`config.mk`:
```
export PLATFORM = sky130hd
export DESIGN_NAME = brs_encoder
export DESIGN_NICKNAME = d
export VERILOG_FILES = /design/src/brs_pkg.sv /design/src/brs_stream_if.sv /design/src/brs_fifo.sv /design/src/brs_encoder.sv
export SDC_FILE = /design/constraint.sdc
export NUM_CORES = 1
export LEC_CHECK = 0
export ABC_CLOCK_PERIOD_IN_PS = 4600
export BUFFER_PORTS_ARGS = -buffer_cell sky130_fd_sc_hd__buf_2
export CAP_MARGIN = 20
export CORE_MARGIN = 3
export CORE_UTILIZATION = 35
export CTS_CLUSTER_DIAMETER = 60
export DETAILED_ROUTE_END_ITERATION = 10
export MAX_ROUTING_LAYER = met4
export SYNTH_ARGS = -nofsm -noshare
export SYNTH_HDL_FRONTEND = slang
export SYNTH_SLANG_ARGS = --single-unit
```
`constraint.sdc`:
```
create_clock -name clk_i -period 4.6 [get_ports clk_i]
set_clock_uncertainty 0.05 [all_clocks]
set_input_delay 0.46 -clock clk_i [delete_from_list [all_inputs] [get_ports clk_i]]
set_output_delay 0.46 -clock clk_i [all_outputs]
set_load 0.02 [all_outputs]
```
`src/brs_pkg.sv`:
```
package brs_pkg;
	// Reply framing bytes
	localparam logic [7:0] DATA_PACKET_START = 8'h81;
	localparam logic [7:0] PACKET_END = 8'h03;
	localparam logic [7:0] LENGTH_HIGH = 8'h00;
	localparam logic [7:0] LENGTH_LOW = 8'h0a;
	localparam logic [7:0] ERROR_FLAG = 8'h80;
	localparam logic [3:0] REPLY_BYTES = 4'hf;
	localparam logic [3:0] LAST_INDEX = 4'he;
	localparam logic [3:0] FIRST_SUMMED = 4'h1;
	// Unused code for detail and address fields, as printed
	localparam logic [31:0] UNUSED_CODE = 32'h0fffffff;
	// Status codes
	localparam logic [7:0] ST_OK = 8'h00;
	localparam logic [7:0] ST_UNSUPPORTED = 8'hc0;
	localparam logic [7:0] ST_PACKET = 8'hc1;
	localparam logic [7:0] ST_CHECKSUM = 8'hc2;
	localparam logic [7:0] ST_PARAMETER = 8'hd0;
	localparam logic [7:0] ST_ACCEPTANCE = 8'hd5;
	localparam logic [7:0] ST_LC_UNMATCHED = 8'hd6;
	localparam logic [7:0] ST_HARDWARE = 8'hd7;
	localparam logic [7:0] ST_PROTECTION = 8'hda;
	localparam logic [7:0] ST_TRUSTED = 8'hdb;
	localparam logic [7:0] ST_ID_DISCORD = 8'hdd;
	localparam logic [7:0] ST_SERIAL_DISABLED = 8'hde;
	localparam logic [7:0] ST_SECURE = 8'he4;
	localparam logic [7:0] ST_FLASH_ACCESS = 8'he5;
	// Lifecycle state codes
	localparam logic [7:0] LC_CHIP_MANUFACTURING = 8'h01;
	localparam logic [7:0] LC_SECURE_DEVELOPMENT = 8'h02;
	localparam logic [7:0] LC_NONSECURE_DEVELOPMENT = 8'h03;
	localparam logic [7:0] LC_DEPLOYED = 8'h04;
	localparam logic [7:0] LC_LOCKED_DEBUG = 8'h05;
	localparam logic [7:0] LC_LOCKED_BOOT = 8'h06;
	localparam logic [7:0] LC_RETURN_REQUESTED = 8'h07;
	localparam logic [7:0] LC_RETURN_ACKNOWLEDGED = 8'h08;
	// Packet size limits seen by the command side
	localparam int MAX_PACKET_LEN = 1025;
	localparam int MAX_TRANSFER = 1030;
	localparam int MAX_DATA_FIELD = 1024;
	// Encoder sequencing
	typedef enum logic [2:0] {
		BRS_IDLE = 3'b001,
		BRS_SEND = 3'b010,
		BRS_CLEAR = 3'b100
	} brs_state_t;
endpackage : brs_pkg

```
`src/brs_stream_if.sv`:
```
`timescale 1ns/1ns
interface brs_stream_if #(
	parameter int WIDTH = 8
);
	logic valid;
	logic ready;
	logic [WIDTH-1:0] data;
	modport src (output valid, output data, input ready);
	modport snk (input valid, input data, output ready);
endinterface : brs_stream_if

```
`src/brs_fifo.sv`:
```
`timescale 1ns/1ns
module brs_fifo #(
	parameter int WIDTH = 8,
	parameter int DEPTH = 8
) (
	input wire logic clk_i,
	input wire logic rst_i,
	brs_stream_if.snk push,
	output logic out_valid_o,
	input wire logic out_ready_i,
	output logic [WIDTH-1:0] out_data_o
);
	localparam int AW = $clog2(DEPTH);
	// Refuse depths the wrap-bit pointers cannot serve
	if (DEPTH < 2 || (1 << AW) != DEPTH) begin : g_depth_check
		$error("brs_fifo: DEPTH must be a power of two >= 2");
	end
	logic [WIDTH-1:0] mem_q [DEPTH];
	logic [AW:0] wr_q;
	logic [AW:0] rd_q;
	logic full;
	logic empty;
	logic do_push;
	logic do_pop;
	// Pointers carry one extra wrap bit to tell full from empty
	assign empty = (wr_q == rd_q);
	assign full = (wr_q[AW] != rd_q[AW]) && (wr_q[AW-1:0] == rd_q[AW-1:0]);
	assign push.ready = !full;
	assign do_push = push.valid && !full;
	assign out_valid_o = !empty;
	assign do_pop = out_ready_i && !empty;
	assign out_data_o = mem_q[rd_q[AW-1:0]];
	// Storage write
	always_ff @(posedge clk_i) begin
		if (do_push) begin
			mem_q[wr_q[AW-1:0]] <= push.data;
		end
	end
	// Pointer update
	always_ff @(posedge clk_i) begin
		if (rst_i) begin
			wr_q <= '0;
			rd_q <= '0;
		end else begin
			if (do_push) wr_q <= wr_q + (AW+1)'(1);
			if (do_pop) rd_q <= rd_q + (AW+1)'(1);
		end
	end
endmodule : brs_fifo

```
`src/brs_encoder.sv`:
```
// Behaviour
// - Response code is command code, or command code OR 0x80 on error.
// - Data field of a data packet carries 1 to 1024 bytes.
// - Status 0x00 normal, 0xC0 unsupported, 0xC1 packet, 0xC2 checksum.
// - Status 0xD0 bad parameter, 0xD5 command not permitted in current state.
// - Lifecycle groups: 0xD6 stored/monitor mismatch, 0xD7 abnormal stored lifecycle (here 0xD7 is set by a lifecycle monitor code outside 0x01 to 0x08).
// - Status 0xDA for protected region or prohibited action.
// - Status 0xE4 when erase, write or key injection touches secure region.
// - Status 0xDB when trusted security subsystem flags an abnormality.
// - ID group: 0xDD on ID failure, 0xDE when stored ID bit 127 is 0.
// - Status 0xE5 when flash sequencer enters command-lock state.
// - Any nonzero status marks the response code as error.
// - Flash access error also returns detail word and failure address.
// - Detail word is flash status on flash error, else unused code.
// - Flash status is cleared after the status reply is sent (here once its last byte is queued in the FIFO).
// - Failure address is failing command start, else unused code.
// - Lifecycle state codes 0x01 to 0x08 in one byte.
// - Acceptance uses lifecycle state, or ID authentication state without lifecycle.
// - Unavailable on device gives unsupported; unavailable in state gives acceptance error.
// - Reply framed 0x81, length, code, data, checksum, 0x03; sum from length is zero.
// - Locked-boot state never reaches command acceptance.
`timescale 1ns/1ns
module brs_encoder #(
	parameter bit LC_CAPABLE = 1'b1,
	parameter int FIFO_DEPTH = 8
) (
	input wire logic clk_i,
	input wire logic rst_i,
	// Request from the command processor
	input wire logic req_valid_i,
	output logic req_ready_o,
	input wire logic [7:0] cmd_code_i,
	input wire logic cmd_supported_i,
	input wire logic err_packet_i,
	input wire logic err_checksum_i,
	input wire logic err_param_i,
	input wire logic err_protect_i,
	input wire logic err_secure_i,
	input wire logic trusted_fault_i,
	input wire logic id_auth_fail_i,
	// Acceptance inputs
	input wire logic [7:0] cmd_lc_mask_i,
	input wire logic [1:0] cmd_auth_mask_i,
	input wire logic id_authenticated_i,
	input wire logic stored_id_top_i,
	input wire logic [7:0] lifecycle_monitor_i,
	input wire logic [7:0] stored_lifecycle_info_i,
	// Flash sequencer
	input wire logic flash_cmd_lock_i,
	input wire logic [31:0] flash_status_word_i,
	input wire logic [31:0] flash_fail_addr_i,
	output logic flash_status_clear_o,
	// Reply summary
	output logic [7:0] response_code_o,
	output logic [7:0] status_code_o,
	output logic [7:0] lifecycle_state_o,
	// Reply byte stream
	output logic tx_valid_o,
	input wire logic tx_ready_i,
	output logic [7:0] tx_data_o
);
	// Refuse buffer depths outside what the reply buffer supports
	if (FIFO_DEPTH < 2 || FIFO_DEPTH > 256) begin : g_depth_check
		$error("brs_encoder: FIFO_DEPTH out of range");
	end

	brs_pkg::brs_state_t state_q;
	brs_pkg::brs_state_t state_d;
	logic [3:0] idx_q;
	logic [7:0] sum_q;
	logic [7:0] resp_q;
	logic [7:0] status_q;
	logic [31:0] detail_q;
	logic [31:0] addr_q;
	logic [7:0] lc_q;
	logic [7:0] status_d;
	logic [7:0] cur_byte;
	logic lc_valid;
	logic lc_accept;
	logic auth_accept;
	logic accepted;
	logic take;
	logic push_ok;

	brs_stream_if #(.WIDTH(8)) tx_if ();

	brs_fifo #(
		.WIDTH(8),
		.DEPTH(FIFO_DEPTH)
	) u_fifo (
		.clk_i(clk_i),
		.rst_i(rst_i),
		.push(tx_if.snk),
		.out_valid_o(tx_valid_o),
		.out_ready_i(tx_ready_i),
		.out_data_o(tx_data_o)
	);

	// A request is only taken between replies
	assign req_ready_o = (state_q == brs_pkg::BRS_IDLE);
	assign take = req_valid_i && req_ready_o;

	// Lifecycle code must fall in the defined range
	assign lc_valid = (lifecycle_monitor_i >= brs_pkg::LC_CHIP_MANUFACTURING) &&
		(lifecycle_monitor_i <= brs_pkg::LC_RETURN_ACKNOWLEDGED);

	// Per-state availability, mask bit n-1 for lifecycle code n
	always_comb begin
		lc_accept = 1'b0;
		if (lc_valid && lifecycle_monitor_i != brs_pkg::LC_LOCKED_BOOT) begin
			lc_accept = cmd_lc_mask_i[3'(lifecycle_monitor_i - 8'h01)];
		end
	end
	assign auth_accept = cmd_auth_mask_i[id_authenticated_i];
	assign accepted = LC_CAPABLE ? lc_accept : auth_accept;

	// Status selection in reply priority order
	always_comb begin
		status_d = brs_pkg::ST_OK;
		if (!cmd_supported_i) begin
			status_d = brs_pkg::ST_UNSUPPORTED;
		end else if (err_packet_i) begin
			status_d = brs_pkg::ST_PACKET;
		end else if (err_checksum_i) begin
			status_d = brs_pkg::ST_CHECKSUM;
		end else if (LC_CAPABLE && !lc_valid) begin
			status_d = brs_pkg::ST_HARDWARE;
		end else if (LC_CAPABLE && stored_lifecycle_info_i != lifecycle_monitor_i) begin
			status_d = brs_pkg::ST_LC_UNMATCHED;
		end else if (!LC_CAPABLE && !stored_id_top_i) begin
			status_d = brs_pkg::ST_SERIAL_DISABLED;
		end else if (!accepted) begin
			status_d = brs_pkg::ST_ACCEPTANCE;
		end else if (err_param_i) begin
			status_d = brs_pkg::ST_PARAMETER;
		end else if (!LC_CAPABLE && id_auth_fail_i) begin
			status_d = brs_pkg::ST_ID_DISCORD;
		end else if (err_secure_i && LC_CAPABLE) begin
			status_d = brs_pkg::ST_SECURE;
		end else if (err_protect_i) begin
			status_d = brs_pkg::ST_PROTECTION;
		end else if (trusted_fault_i) begin
			status_d = brs_pkg::ST_TRUSTED;
		end else if (flash_cmd_lock_i) begin
			status_d = brs_pkg::ST_FLASH_ACCESS;
		end
	end

	// Capture the reply contents when a request is taken
	always_ff @(posedge clk_i) begin
		if (rst_i) begin
			resp_q <= 8'h00;
			status_q <= brs_pkg::ST_OK;
			detail_q <= brs_pkg::UNUSED_CODE;
			addr_q <= brs_pkg::UNUSED_CODE;
		end else if (take) begin
			status_q <= status_d;
			if (status_d != brs_pkg::ST_OK) begin
				resp_q <= cmd_code_i | brs_pkg::ERROR_FLAG;
			end else begin
				resp_q <= cmd_code_i;
			end
			if (status_d == brs_pkg::ST_FLASH_ACCESS) begin
				detail_q <= flash_status_word_i;
				addr_q <= flash_fail_addr_i;
			end else begin
				detail_q <= brs_pkg::UNUSED_CODE;
				addr_q <= brs_pkg::UNUSED_CODE;
			end
		end
	end

	// Lifecycle code reported alongside the reply
	always_ff @(posedge clk_i) begin
		if (rst_i) begin
			lc_q <= 8'h00;
		end else if (take) begin
			lc_q <= lc_valid ? lifecycle_monitor_i : 8'h00;
		end
	end

	assign response_code_o = resp_q;
	assign status_code_o = status_q;
	assign lifecycle_state_o = lc_q;

	// Byte at the current position of the reply
	always_comb begin
		unique case (idx_q)
			4'h0: cur_byte = brs_pkg::DATA_PACKET_START;
			4'h1: cur_byte = brs_pkg::LENGTH_HIGH;
			4'h2: cur_byte = brs_pkg::LENGTH_LOW;
			4'h3: cur_byte = resp_q;
			4'h4: cur_byte = status_q;
			4'h5: cur_byte = detail_q[31:24];
			4'h6: cur_byte = detail_q[23:16];
			4'h7: cur_byte = detail_q[15:8];
			4'h8: cur_byte = detail_q[7:0];
			4'h9: cur_byte = addr_q[31:24];
			4'ha: cur_byte = addr_q[23:16];
			4'hb: cur_byte = addr_q[15:8];
			4'hc: cur_byte = addr_q[7:0];
			4'hd: cur_byte = 8'h00 - sum_q;
			default: cur_byte = brs_pkg::PACKET_END;
		endcase
	end

	// Push into the FIFO; a full FIFO stalls the sequence
	assign tx_if.valid = (state_q == brs_pkg::BRS_SEND);
	assign tx_if.data = cur_byte;
	assign push_ok = tx_if.valid && tx_if.ready;

	// Sequencer next state
	always_comb begin
		state_d = state_q;
		unique case (state_q)
			brs_pkg::BRS_IDLE: begin
				if (take) state_d = brs_pkg::BRS_SEND;
			end
			brs_pkg::BRS_SEND: begin
				if (push_ok && idx_q == brs_pkg::LAST_INDEX) state_d = brs_pkg::BRS_CLEAR;
			end
			brs_pkg::BRS_CLEAR: begin
				state_d = brs_pkg::BRS_IDLE;
			end
			default: state_d = brs_pkg::BRS_IDLE;
		endcase
	end

	always_ff @(posedge clk_i) begin
		if (rst_i) begin
			state_q <= brs_pkg::BRS_IDLE;
		end else begin
			state_q <= state_d;
		end
	end

	// Byte position within the reply
	always_ff @(posedge clk_i) begin
		if (rst_i) begin
			idx_q <= 4'h0;
		end else if (take) begin
			idx_q <= 4'h0;
		end else if (push_ok) begin
			idx_q <= idx_q + 4'h1;
		end
	end

	// Running sum from the length bytes up to the last data byte
	always_ff @(posedge clk_i) begin
		if (rst_i) begin
			sum_q <= 8'h00;
		end else if (take) begin
			sum_q <= 8'h00;
		end else if (push_ok && idx_q >= brs_pkg::FIRST_SUMMED && idx_q < 4'hd) begin
			sum_q <= sum_q + cur_byte;
		end
	end

	// Flash status is cleared only once the whole reply is queued
	assign flash_status_clear_o = (state_q == brs_pkg::BRS_CLEAR);
endmodule : brs_encoder

```
Word-level counts from Yosys, hierarchy flattened
Memories as Yosys holds them, arrays and structs flattened. A register that Yosys moved wholly into a read port is not among the register bits.
Cells that the tools add are included.
{"block": "word_totals", "n_memories": 1, "regBits": 111, "wordCells": 88, "mem_bits_rw": 64, "input_bits": 113}
{"block": "op_classes", "n_lt_le_gt_ge": 5, "muxes": 26, "eq_ne": 25, "reduce_logical": 15, "add_sub_neg": 6}
{"name": "u_fifo.mem_q", "words": 8, "width": 8, "read_ports": 1, "rd_clocked_by_memory_dff": 1, "wr": 1, "line": "brs_fifo.sv:18", "rtl": "logic [WIDTH-1:0] mem_q [DEPTH];"}
{"cell": "$pmux W8 S14", "count": 1}
{"cell": "$mux W8", "count": 13}
{"cell": "$mux W32", "count": 2}
{"cell": "$eq A4 B4 Y1 const B", "count": 7}
{"cell": "$eq A4 B3 Y1 const B", "count": 4}
{"cell": "$add A4 B1 Y4 const B", "count": 3}
{"cell": "$mux W3", "count": 4}
{"cell": "$logic_and A1 B1 Y1", "count": 9}
{"cell": "$add A8 B8 Y8", "count": 1}
{"cell": "$eq A4 B2 Y1 const B", "count": 2}
{"cell": "$eq A8 B8 Y1 const B", "count": 1}
{"cell": "$ge A8 B1 Y1 const B", "count": 1}
{"cell": "$le A8 B4 Y1 const B", "count": 1}
{"cell": "$ne A8 B3 Y1 const B", "count": 1}
{"cell": "$ne A8 B8 Y1", "count": 1}
{"cell": "$reduce_bool A8 Y1", "count": 1}
{"cell": "$sub A1 B8 Y8 const A", "count": 1}
{"cell": "$pmux W3 S2", "count": 1}
{"cell": "$eq A4 B1 Y1 const B", "count": 1}
{"cell": "$eq A4 B4 Y1", "count": 1}
{"cell": "$ge A4 B1 Y1 const B", "count": 1}
{"cell": "$logic_not A4 Y1", "count": 1}
{"cell": "$lt A3 B4 Y1 const B", "count": 1}
{"cell": "$lt A4 B4 Y1 const B", "count": 1}
{"cell": "other kinds (13)", "count": 17}

Longest topological paths before layout
{"block": "depth", "word_depth": 13, "depth_mapped": 17, "mapped_depth_nobuf": 16}

By module
Synthesis repeated with hierarchy kept, for this count alone.
{"block": "hier_totals", "hier_cells": 720, "hier_area_um2": 8182.8}
{"mod": "brs_encoder", "seq_area_each_um2": 2042.0, "area_per_inst_um2": 4986.0, "instances": 1, "cells_each": 543}
{"mod": "brs_fifo", "seq_area_each_um2": 2142.1, "area_per_inst_um2": 3196.8, "instances": 1, "cells_each": 177}

Worst setup path before layout
OpenSTA, ideal clock, no wires.
{"block": "synth_path", "kind": "reg-to-reg", "from": "register idx_q[1]", "to": "register sum_q[6]", "path_buffers": 2, "path_slack_ns": 1.114, "setup_ns": 0.061, "t_required_ns": 4.489, "stages_incl_launch_ff": 18, "t_arrival_ns": 3.376, "cell_sequence": "dfxtp_1 > inv_1 > ha_1 > clkbuf_1 > clkbuf_1 > nand3_1 > o21ai_0 > a221oi_1 > o211ai_1 > ha_1 > inv_1 > fa_1 > nor2b_1 > o21ai_0 > a21boi_0 > o21ai_0 > a2111oi_0 > a311o_1"}
{"block": "synth_via", "elab_chain_cells": 3, "word_cells_on_any_way": 20, "classes_between": "1 x add/sub; 2 x order compare; 13 x eq/ne; 1 x mux; 3 x reduce/logical"}
{"item": "start, declared", "line": "brs_encoder.sv:69", "rtl": "logic [3:0] idx_q;"}
{"item": "start signal, assigned", "line": "brs_encoder.sv:244", "rtl": "idx_q <= idx_q + 4'h1;"}
{"item": "$eq A4 B4 Y1 (tied with other cells)", "line": "brs_encoder.sv:188", "rtl": "unique case (idx_q)"}
{"item": "$pmux W8 S14 *", "line": "brs_encoder.sv:188"}
{"item": "via cur_byte[0]", "line": "brs_encoder.sv:77", "rtl": "logic [7:0] cur_byte;"}
{"item": "$add A8 B8 Y8 *", "line": "brs_encoder.sv:255", "rtl": "sum_q <= sum_q + cur_byte;"}
{"item": "end signal, assigned", "line": "brs_encoder.sv:255"}
{"item": "end, declared", "line": "brs_encoder.sv:70", "rtl": "logic [7:0] sum_q;"}
Mark *: on every way through the listed nets, which the timed path passes. The rest lies on a longest branch.
A chain may end at the register's enable or synchronous reset.

Worst setup path after layout
Same ends and word-level chain as after synthesis.

==> impl_metrics.tcl <==
set metrics [dict create \
    avgViaCountPerCell 5.24 \
    io_buffer_count 142 \
    drive_gt1_frac 0.270 \
    fin_setup_tns_ns 0 \
    seq_area_frac_synth 0.543 \
    power.density_nw_per_um2 348 \
    yosysWarnings 0 \
    cts_inserted_buffers 17 \
    reg2regPathDepth 14 \
    grt_max_degree 65 \
    cp.arrival_ns 4.37 \
    cts_tree "yes" \
    hold_class "in -> reg" \
    ir_worst_vdd_v 0.000243 \
    area_growth_pct 21.1 \
    drc_errors 0 \
    crit_fanout 14 \
    avgSynthCellArea_um2 11.3 \
    cts_max_path_buffers 2 \
    dpl.hpwl_mm 13.7 \
    wl_per_cell_um 17.3 \
    gp_congestion 0.801 \
    fp.dieArea_um2 23800 \
    die_h_um 154 \
    drt-initial-drc-count 372 \
    first_pass_iters 7 \
    grt_antenna_before_repair 1 \
    ys_types 60 \
    ys_seq_elements 177 \
    worstSetupPathType "reg -> reg" \
    cts.sinks 177 \
    outcome "finished, final reports clean" \
    synth-edff-count 64 \
    clk_latency_ns 0.43 \
    rsz0062_at_grt "false" \
    grt_pass1_vias 5800 \
    row_count 53 \
    ctsResizeCount 0 \
    setup_viol 0 \
    syn_area_um2 7700 \
    max-slew-margin-rel 0.376 \
    postSynth.asyncResetShare 0 \
    coreArea_um2 21400 \
    overflow 0 \
    cts_root_buffer "clkbuf_16" \
    clk_pin_slew_ns 0.07 \
    htree_levels 4 \
    initial_core_util 0.361 \
    p_leak_nw 3.48 \
    cp-start-kind "flip-flop" \
    chipWidth_um 154 \
    netlist_instances 684 \
    drt_wl_total_mm 19.2 \
    ant_nets 0 \
    drv_slew 0 \
    cts_hold_buf 0 \
    timing.fmax_ghz 0.247 \
    holdPathStages 2 \
    fin_util 0.437 \
    cp.required_ns 4.92 \
    maxCapViolCount 0 \
    synth_ff_type "dfxtp_1" \
    endpoint_kind "flip-flop" \
    synth_nets 817 \
    fillCellCount 2083 \
    fin_crit_ns 4.04 \
    grt_pass1_wl_mm 30.8 \
    postCtsSetupBuffers 0 \
    num_io_pins 148 \
    finalCritPeriodShare 0.879 \
    final_hold_viol_count 0 \
    nNetsFinal 949 \
    vias 5790 \
    grt.total_usage 0.168 \
    tightest_slew_ns 0.933 \
]
==> power by group <==
part,leakage (nW),switching [W],internal [W]
clock network,0.282,0.000646,0.000757
logic,1.70,0.000115,0.0000914
registers,1.50,0.0000167,0.00162
==> stage by stage <==
stage	cell area, um2	worst slack, ns	power [W]	std cells	hold slack [ns]
after floorplan	7700	1.11	0.00178	684	0.373
after global placement	8680	0.632	0.00188	1068	0.385
after detailed placement	8710	0.557	0.00188	1069	0.390
after CTS	9290	0.530	0.00328	1101	0.159
after global routing	9330	0.0517	0.00338	1105	0.154
final	9330	0.558	0.00325	1105	0.172
==> final timing paths <==
kind / startpoint / to / slack, ns
worst min register to register: detail_q[30] / detail_q[30] / 0.40
worst max-delay path: idx_q[1] / sum_q[6] / 0.56
worst min-delay path: flash_fail_addr_i[22] / addr_q[22] / 0.17
worst max register to register: idx_q[1] / sum_q[6] / 0.56
==> cell type report <==
type                       instances  area, um2  share of cell area
sequential                       177       4180               0.448
multi-input combinational        435       3250               0.348
timing repair buffer             159        875              0.0937
clock buffer                      19        464              0.0498
tap                              275        344              0.0369
clock inverter                    13        118              0.0126
inverter                          26       97.6              0.0105
antenna                            1       2.50            0.000268
==> worst max-delay path, cell delays in order (launching register included) <==
cell and delay, ns:
dfxtp_1 0.35, inv_1 0.13, ha_1 0.56, and2_1 0.32, nand2_1 0.08, o211ai_1 0.53, ha_1 0.29, inv_1 0.06
fa_1 0.37, nor2b_1 0.15, o21ai_0 0.12, a21boi_0 0.24, o21ai_0 0.14, a2111oi_0 0.42, a311o_1 0.17
==> cell usage in the layout, fill, tap and decap left out, types with 13 or more instances in the layout <==
master,Yosys,routed
a21oi_1,28,28
buf_2,8,142
buf_4,1,14
clkbuf_16,0,18
dfxtp_1,113,113
edfxtp_1,64,64
ha_1,19,19
inv_1,24,24
mux4_2,18,18
nand2_1,50,50
nand3_1,13,13
nor2_1,45,45
nor3_1,16,15
o21ai_1,19,19
o22a_1,56,56
xnor2_1,16,16
xor2_1,14,14
==> sequential cells by signal (all words and copies together) (netlist names), named ones only <==
| signal | count |
|---|---|
| u_fifo.mem_q | 64 |
| addr_q | 32 |
| detail_q | 32 |
| lifecycle_state_o | 8 |
| response_code_o | 8 |
| sum_q | 8 |
| status_code_o | 7 |
| idx_q | 4 |
| u_fifo.rd_q | 4 |
| u_fifo.wr_q | 4 |
| state_q | 3 |
==> cells by family (layout without fill, tap and decap cells) <==
family | Yosys count | count (layout) | synth area share
muxes | 35 | 35 | 0.0763
AOI/OAI and AO/OA | 177 | 177 | 0.168
adders and majority gates | 20 | 20 | 0.0335
buffers and inverters | 72 | 217 | 0.0369
and+or+nand+nor | 173 | 173 | 0.108
xor gates and xnor gates | 30 | 30 | 0.0341
other | 0 | 1 | 0
DFF | 177 | 177 | 0.543
==> synthesized netlist by cell type (9+ instances only) <==
master	count	area, um2
xor2_1	14	123
a22oi_1	10	75.1
o21ai_1	19	95.1
a21oi_1	28	140
ha_1	19	238
inv_1	24	90.1
nand3_1	13	65.1
o22a_1	56	490
dfxtp_1	113	2260
o21ai_0	11	55.1
nor3_1	16	80.1
edfxtp_1	64	1920
nor2_1	45	169
mux4_2	18	405
clkbuf_1	31	116
xnor2_1	16	140
nand2_1	50	188
mux2_2	9	101
==> metal layers <==
metal / wire, um / GRT usage / vias to the layer above
li1: - / - / 2838
met1: 8760 / 0.220 / 2754
met2: 9090 / 0.261 / 173
met3: 1030 / 0.0422 / 25
met4: 276 / 0.0433 / 0
met5: 0 / - / -
(Power assumes the default switching activity.)
